### src/icc_map.svh
// Register offsets, field positions and reset values of the internal clock control block
`ifndef ICC_MAP_SVH
`define ICC_MAP_SVH

`define ICC_SELSTAT_OFFSET 4'h0
`define ICC_HIBASE_OFFSET 4'h4
`define ICC_DIVSTAT_OFFSET 4'h8
`define ICC_FSEL_MSB 5
`define ICC_FSEL_LSB 4
`define ICC_LOCKED_BIT 3
`define ICC_STABLE_BIT 2
`define ICC_FSEL_RESET 2'h2
`define ICC_HIBASE_RESET 1'h1
`define ICC_DIV_W 5
`define ICC_RESP_OKAY 2'h0
`define ICC_RESP_SLVERR 2'h2

`endif

### src/icc_pkg.sv
// Types shared by the internal clock control block
`default_nettype none

package icc_pkg;
	// Postscale codes: divide the base oscillator by 8, 4, 2 or 1
	typedef enum logic [1:0] {
		ICC_DIV8 = 2'h0,
		ICC_DIV4 = 2'h1,
		ICC_DIV2 = 2'h2,
		ICC_DIV1 = 2'h3
	} icc_fsel_e;
	typedef logic [31:0] icc_word_t;
endpackage : icc_pkg

`default_nettype wire

### src/icc_postscaler.sv
// Glitch-free postscaler that turns a base oscillator enable stream into the system clock enable
`default_nettype none
`include "icc_map.svh"

module icc_postscaler (
	// Clock and reset
	input wire logic aclk,
	input wire logic aresetn,
	// Control
	input wire logic [1:0] freq_select,
	input wire logic base_tick,
	// Result
	output logic sys_tick,
	output logic [1:0] active_select
);
	import icc_pkg::*;

	logic [`ICC_DIV_W-1:0] cnt_q, cnt_d;
	logic [1:0] act_q, act_d;
	logic [`ICC_DIV_W-1:0] limit;
	logic wrap;
	logic tick_q, tick_d;

	// Terminal count of the active divider
	always_comb begin
		case (act_q)
			2'h0: limit = `ICC_DIV_W'(7);
			2'h1: limit = `ICC_DIV_W'(3);
			2'h2: limit = `ICC_DIV_W'(1);
			default: limit = `ICC_DIV_W'(0);
		endcase
	end

	assign wrap = base_tick && (cnt_q >= limit);

	// New ratio only taken at the end of a whole output period, so no short pulse escapes
	always_comb begin
		cnt_d = cnt_q;
		act_d = act_q;
		tick_d = 1'b0;
		if (wrap) begin
			cnt_d = '0;
			act_d = freq_select;
			tick_d = 1'b1;
		end else if (base_tick) begin
			cnt_d = cnt_q + `ICC_DIV_W'(1);
		end
	end

	always_ff @(posedge aclk) begin
		if (!aresetn) begin
			cnt_q <= '0;
			act_q <= `ICC_FSEL_RESET;
			tick_q <= 1'b0;
		end else begin
			cnt_q <= cnt_d;
			act_q <= act_d;
			tick_q <= tick_d;
		end
	end

	assign sys_tick = tick_q;
	assign active_select = act_q;
endmodule : icc_postscaler

`default_nettype wire

### src/icc_top.sv
// Internal oscillator frequency select and status register block with an AXI4-Lite slave
//
// Notes on behaviour
// - With the high base chosen, select codes 11/10/01/00 give 16, 8, 4 and 2 MHz.
// - With the low base chosen, select codes 11/10/01/00 give 500, 250, 125 and 62.5 kHz.
// - Reset loads select code 10, so 8 MHz or 250 kHz.
// - Bit 3 reads 1 once the base oscillator is within 2%, else 0, and ignores writes.
// - Bit 2 reads 1 once the base oscillator is within 0.5%, else 0, and ignores writes.
// - Bits 7, 6, 1 and 0 of the select/status register ignore writes and read zero.
//
// The address map and register access over AXI4-Lite were decided locally.
`default_nettype none
`include "icc_map.svh"

module icc_top (
	// Clock and reset
	input wire logic aclk,
	input wire logic aresetn,
	// AXI4-Lite write address
	input wire logic s_axi_awvalid,
	output logic s_axi_awready,
	input wire logic [3:0] s_axi_awaddr,
	input wire logic [2:0] s_axi_awprot,
	// AXI4-Lite write data
	input wire logic s_axi_wvalid,
	output logic s_axi_wready,
	input wire logic [31:0] s_axi_wdata,
	input wire logic [3:0] s_axi_wstrb,
	// AXI4-Lite write response
	output logic s_axi_bvalid,
	input wire logic s_axi_bready,
	output logic [1:0] s_axi_bresp,
	// AXI4-Lite read address
	input wire logic s_axi_arvalid,
	output logic s_axi_arready,
	input wire logic [3:0] s_axi_araddr,
	input wire logic [2:0] s_axi_arprot,
	// AXI4-Lite read data
	output logic s_axi_rvalid,
	input wire logic s_axi_rready,
	output icc_pkg::icc_word_t s_axi_rdata,
	output logic [1:0] s_axi_rresp,
	// Oscillator side
	input wire logic base_tick,
	input wire logic osc_within_2pct,
	input wire logic osc_within_half_pct,
	// Clock control outputs
	output logic high_base_enable,
	output logic [1:0] freq_select,
	output logic sys_tick
);
	import icc_pkg::*;

	//----------------------------------------
	// Status synchronisers
	//----------------------------------------
	logic [1:0] lock_sync_q, lock_sync_d;
	logic [1:0] stab_sync_q, stab_sync_d;
	logic osc_locked_flag, osc_stable_flag;

	// Oscillator status comes from the analog trim loop, so two flops first
	always_comb begin
		lock_sync_d = {lock_sync_q[0], osc_within_2pct};
		stab_sync_d = {stab_sync_q[0], osc_within_half_pct};
	end

	always_ff @(posedge aclk) begin
		if (!aresetn) begin
			lock_sync_q <= 2'h0;
			stab_sync_q <= 2'h0;
		end else begin
			lock_sync_q <= lock_sync_d;
			stab_sync_q <= stab_sync_d;
		end
	end

	assign osc_locked_flag = lock_sync_q[1];
	assign osc_stable_flag = stab_sync_q[1];

	//----------------------------------------
	// Write channel
	//----------------------------------------
	logic aw_have_q, aw_have_d;
	logic w_have_q, w_have_d;
	logic [3:0] aw_addr_q, aw_addr_d;
	logic [31:0] w_data_q, w_data_d;
	logic [3:0] w_strb_q, w_strb_d;
	logic bvalid_q, bvalid_d;
	logic [1:0] bresp_q, bresp_d;
	logic [1:0] fsel_q, fsel_d;
	logic hibase_q, hibase_d;
	logic wr_fire;

	assign s_axi_awready = !aw_have_q && !bvalid_q;
	assign s_axi_wready = !w_have_q && !bvalid_q;
	assign wr_fire = aw_have_q && w_have_q && !bvalid_q;

	// Address and data are caught separately in either order; the commit waits for both
	always_comb begin
		aw_have_d = aw_have_q;
		w_have_d = w_have_q;
		aw_addr_d = aw_addr_q;
		w_data_d = w_data_q;
		w_strb_d = w_strb_q;
		bvalid_d = bvalid_q;
		bresp_d = bresp_q;
		fsel_d = fsel_q;
		hibase_d = hibase_q;
		if (s_axi_awvalid && s_axi_awready) begin
			aw_have_d = 1'b1;
			aw_addr_d = s_axi_awaddr;
		end
		if (s_axi_wvalid && s_axi_wready) begin
			w_have_d = 1'b1;
			w_data_d = s_axi_wdata;
			w_strb_d = s_axi_wstrb;
		end
		if (wr_fire) begin
			aw_have_d = 1'b0;
			w_have_d = 1'b0;
			bvalid_d = 1'b1;
			bresp_d = `ICC_RESP_OKAY;
			case ({aw_addr_q[3:2], 2'h0})
				`ICC_SELSTAT_OFFSET: begin
					// Only the select field is stored; status and unused bits drop the write
					if (w_strb_q[0]) begin
						fsel_d = w_data_q[`ICC_FSEL_MSB:`ICC_FSEL_LSB];
					end
				end
				`ICC_HIBASE_OFFSET: begin
					if (w_strb_q[0]) begin
						hibase_d = w_data_q[0];
					end
				end
				`ICC_DIVSTAT_OFFSET: begin
					bresp_d = `ICC_RESP_OKAY; // Read-only, write ignored
				end
				default: begin
					bresp_d = `ICC_RESP_SLVERR;
				end
			endcase
		end
		if (bvalid_q && s_axi_bready) begin
			bvalid_d = 1'b0;
		end
	end

	always_ff @(posedge aclk) begin
		if (!aresetn) begin
			aw_have_q <= 1'b0;
			w_have_q <= 1'b0;
			aw_addr_q <= 4'h0;
			w_data_q <= 32'h0;
			w_strb_q <= 4'h0;
			bvalid_q <= 1'b0;
			bresp_q <= `ICC_RESP_OKAY;
			fsel_q <= `ICC_FSEL_RESET;
			hibase_q <= `ICC_HIBASE_RESET;
		end else begin
			aw_have_q <= aw_have_d;
			w_have_q <= w_have_d;
			aw_addr_q <= aw_addr_d;
			w_data_q <= w_data_d;
			w_strb_q <= w_strb_d;
			bvalid_q <= bvalid_d;
			bresp_q <= bresp_d;
			fsel_q <= fsel_d;
			hibase_q <= hibase_d;
		end
	end

	assign s_axi_bvalid = bvalid_q;
	assign s_axi_bresp = bresp_q;

	//----------------------------------------
	// Postscaler
	//----------------------------------------
	logic [1:0] active_select;

	// Same divide ratios serve both bases: 16 MHz/500 kHz down to 2 MHz/62.5 kHz
	icc_postscaler u_post (
		.aclk(aclk),
		.aresetn(aresetn),
		.freq_select(fsel_q),
		.base_tick(base_tick),
		.sys_tick(sys_tick),
		.active_select(active_select)
	);

	assign high_base_enable = hibase_q;
	assign freq_select = fsel_q;

	//----------------------------------------
	// Read channel
	//----------------------------------------
	logic rvalid_q, rvalid_d;
	icc_word_t rdata_q, rdata_d;
	logic [1:0] rresp_q, rresp_d;

	assign s_axi_arready = !rvalid_q;

	// One read in flight; data registered so it stays put while rvalid waits
	always_comb begin
		rvalid_d = rvalid_q;
		rdata_d = rdata_q;
		rresp_d = rresp_q;
		if (s_axi_arvalid && s_axi_arready) begin
			rvalid_d = 1'b1;
			rdata_d = 32'h0; // Unused bits read zero
			rresp_d = `ICC_RESP_OKAY;
			case ({s_axi_araddr[3:2], 2'h0})
				`ICC_SELSTAT_OFFSET: begin
					rdata_d[`ICC_FSEL_MSB:`ICC_FSEL_LSB] = fsel_q;
					rdata_d[`ICC_LOCKED_BIT] = osc_locked_flag;
					rdata_d[`ICC_STABLE_BIT] = osc_stable_flag;
				end
				`ICC_HIBASE_OFFSET: begin
					rdata_d[0] = hibase_q;
				end
				`ICC_DIVSTAT_OFFSET: begin
					rdata_d[1:0] = active_select;
				end
				default: begin
					rresp_d = `ICC_RESP_SLVERR;
				end
			endcase
		end else if (rvalid_q && s_axi_rready) begin
			rvalid_d = 1'b0;
		end
	end

	always_ff @(posedge aclk) begin
		if (!aresetn) begin
			rvalid_q <= 1'b0;
			rdata_q <= 32'h0;
			rresp_q <= `ICC_RESP_OKAY;
		end else begin
			rvalid_q <= rvalid_d;
			rdata_q <= rdata_d;
			rresp_q <= rresp_d;
		end
	end

	assign s_axi_rvalid = rvalid_q;
	assign s_axi_rdata = rdata_q;
	assign s_axi_rresp = rresp_q;
endmodule : icc_top

`default_nettype wire

### config.mk
export PLATFORM = sky130hd
export DESIGN_NAME = icc_top
export DESIGN_NICKNAME = d
export VERILOG_FILES = /design/src/icc_pkg.sv /design/src/icc_postscaler.sv /design/src/icc_top.sv
export VERILOG_INCLUDE_DIRS = /design/src /design/src/src
export SDC_FILE = /design/constraint.sdc
export NUM_CORES = 1
export LEC_CHECK = 0
export BUFFER_PORTS_ARGS = -buffer_cell sky130_fd_sc_hd__buf_2
export CORE_ASPECT_RATIO = 0.9
export CORE_UTILIZATION = 46
export DETAILED_ROUTE_END_ITERATION = 10
export GPL_TIMING_DRIVEN = 0
export PLACE_DENSITY = 0.85
export SKIP_LAST_GASP = 1
export SYNTH_ARGS = -nofsm -noshare
export SYNTH_HDL_FRONTEND = slang
export SYNTH_SLANG_ARGS = --single-unit
### constraint.sdc
create_clock -name aclk -period 4.8 [get_ports aclk]
set_input_delay 0.48 -clock aclk [delete_from_list [all_inputs] [get_ports aclk]]
set_output_delay 0.48 -clock aclk [all_outputs]
set_load 0.02 [all_outputs]
==> results.md <==
* Outcome: complete, no violations
* Clock skew at 0.00172 ns
* Share of layout cells above drive strength 1 at 29.8%
* Gp weighted congestion at 0.859
* WL/cell at 10.7 µm
* Number of CTS-inserted buffers at 5
* Number of vias per cell at 4.64
* # H-tree levels at 2
* Clock share of power at 39.4%
* R2R depth at 5
* Sink Count at 33
* Die area at 3970 µm²
* Post-synth EDFFs at 0
* MaxCap Viol Count at 0
* Global-route usage over all layers at 18.6%
* Yosys reg bits at 33
* Core Util, Final at 62.0%
* Critical path cell sequence: or2_2 > ha_1 > a2111oi_4 > o21ai_2 > and3_2
* Critical path depth in cells at 5
* P&R area growth vs syn at 25.8%
* IO Count at 105
* DIE WIDTH at 66.3 µm
* DR pass1 iterations at 4
* Sequential fraction of the synthesis area at 38.5%
* Net Sw Frac at 26.5%
* Clock transition at the registers of the reported paths at 0.07 ns
* Worst-margin pin slew at 0.585 ns
* Worst EP required at 4.99 ns
* Syn avg cell area at 8.88 µm²
* Critical path arrival at 2.25 ns
* Met2 Use GR at 30.8%
* Net switching power figure at 0.181 mW
* CP Max Fanout at 8
* Drt total wl at 3290 µm
* GR Overflow Total at 0
* RSZ-0062 raised after global routing: no
* Pint at 0.503 mW
* Maximum clock rate at 484 MHz
* Slowest CP cell: a2111oi_4
* Min Clock Period, post-route at 2.07 ns
* # DRC at 0
* First-pass GRT wire length at 5400 µm
* Pin count of the biggest net entering global routing at 11
* Global Route met3 Usage at 6.49%
* Combinational power share at 17.4%
* Final Cycle Share at 43.0%
* Warnings, synthesis at 0
* Met1 usage at 21.8%
* Slowest stage delay, CP at 0.57 ns
* Yosys cell types at 38
* CTS Buffer Depth at 2
* Fill cells at 331
* Final Hold Viols at 0
* Rows at 20
* I/O Buffers at 34
* Routed vias at 1419
* Top FF cell, synth: dfxtp_1
* Maximum VDD drop at 0.174 mV
* Post-Syn Instances at 193
* Hold crit path type: input port to flop
* Lkg Pwr at 1.02 nW
* Number of global-route vias before repair at 1230
* Final net count at 329
* WHS Path Cells at 2
* Antenna violations before repair at 0
* Total negative slack at 0 ns
* Post-CTS sizing at 0
* Initial core utilization at 49.3%
* Max Slew Vio Count at 0
* PD cells at 317 nW/µm²
* Crit Path Category: flop to flop
* Delay-heaviest family, CP: compound AO/OA/AOI/OAI gates
* Post-DP HPWL at 2500 µm
* Core Area at 3480 µm²
* Global route hottest layer: met2
* Crit end category: flop
* # hold bufs at CTS at 0
* Most frequent cells in the layout: buf_2, dfxtp_1, buf_4, conb_1, nand2_1
* CTS root buf: clkbuf_8
* Die span in y at 59.9 µm
* TritonCTS clock tree: built
* Slew margin rel. at 61.0%
* CP bufs+invs at 0
* Post-CTS setup buffers at 0
* Antenna violation net count after detailed routing at 0
* Worst Setup Start Kind: flop
* Seq pwr share at 43.2%
* Fraction of registers with async set/reset at 0%
* ANT cells at 0
* Synthesized cell area at 1710 µm²
* Leading cell type in the layout, fill and taps excluded: buf_2
* Worst-Skew Late Latency at 0.29 ns
* Setup Viol. Count Final at 0
* Initial drt markers at 54
## power groups by stage
| stage | sequential (mW) | combinational [mW] | clock, mW |
|---|---|---|---|
| floorplan | 0.304 | 0.0893 | 0 |
| global placement | 0.301 | 0.116 | 0 |
| detailed placement | 0.301 | 0.118 | 0 |
| CTS | 0.295 | 0.119 | 0.274 |
| global route | 0.297 | 0.132 | 0.287 |
| finish | 0.295 | 0.119 | 0.270 |
## Yosys cell counts (3+ instances only)
library cell	count	area share [%]
nand2_1	16	3.5
nor2b_1	3	1.1
dfxtp_1	33	39
ha_1	8	5.8
buf_4	28	12
mux2i_1	8	4.7
a21oi_1	14	4.1
nand3_1	8	2.3
and2_1	5	1.8
inv_1	7	1.5
clkbuf_1	6	1.3
o211ai_1	3	1.3
or2_2	3	1.1
nor2_1	14	3.1
nand3b_1	4	1.8
nand2b_1	5	1.8
## worst paths after layout
check | to | slack [ns] | startpoint
max | u_post.sys_tick$_SDFF_PN0_ | 2.73 | u_post.active_select[0]$_SDFFE_PN0P_
min | stab_sync_q[0]$_SDFF_PN0_ | 0.40 | osc_within_half_pct
max reg2reg | u_post.sys_tick$_SDFF_PN0_ | 2.73 | u_post.active_select[0]$_SDFFE_PN0P_
min reg2reg | lock_sync_q[1]$_SDFF_PN0_ | 0.43 | lock_sync_q[0]$_SDFF_PN0_
## flip-flops by register name, indices dropped and copies added, names as in the netlist, 2 cells and up
name / cells
s_axi_rdata: 6
u_post.cnt_q: 5
w_data_q: 3
aw_addr_q: 2
freq_select: 2
lock_sync_q: 2
stab_sync_q: 2
u_post.active_select: 2
## layout make-up
class / count / area (µm²) / share of cell area (%)
multi-input combinational: 142 / 880 / 40.8
sequential: 33 / 661 / 30.6
buffer: 37 / 245 / 11.4
timing repair buffer: 34 / 170 / 7.89
clock buffer: 7 / 86.3 / 4.00
tap: 44 / 55.1 / 2.55
clock inverter: 1 / 30.0 / 1.39
inverter: 8 / 30.0 / 1.39
## worst register-to-register path, stage by stage (launching register included)
cell	delay (ns)
dfxtp_1	0.35
or2_2	0.31
ha_1	0.35
a2111oi_4	0.57
o21ai_2	0.15
and3_2	0.24
## metrics by stage
| step | hold slack (ns) | power (mW) | instances | cell area (µm²) | worst slack (ns) |
|---|---|---|---|---|---|
| detailed placement | 0.419 | 0.420 | 298 | 2040 | 2.75 |
| global placement | 0.428 | 0.417 | 298 | 2040 | 2.81 |
| floorplan | 0.412 | 0.393 | 220 | 1820 | 2.96 |
| CTS | 0.389 | 0.689 | 306 | 2160 | 2.75 |
| global route | 0.398 | 0.716 | 306 | 2160 | 2.63 |
| finish | 0.396 | 0.684 | 306 | 2160 | 2.73 |
## routing by layer
| layer | routed length, µm | up-vias |
|---|---|---|
| li1 | - | 730 |
| met1 | 1500 | 629 |
| met2 | 1510 | 54 |
| met3 | 219 | 6 |
| met4 | 59 | 0 |
| met5 | 0 | - |
## kinds of logic after synthesis
logic type      synth area share (%)
other cells                    0.219
fa+ha+maj                       5.84
flops                           38.5
mux                             4.67
compound gates                  12.8
xor+xnor                        1.02
simple gates                    20.8
buf+inv                         16.1
No activity file was read; power rests on OpenSTA's default activity.
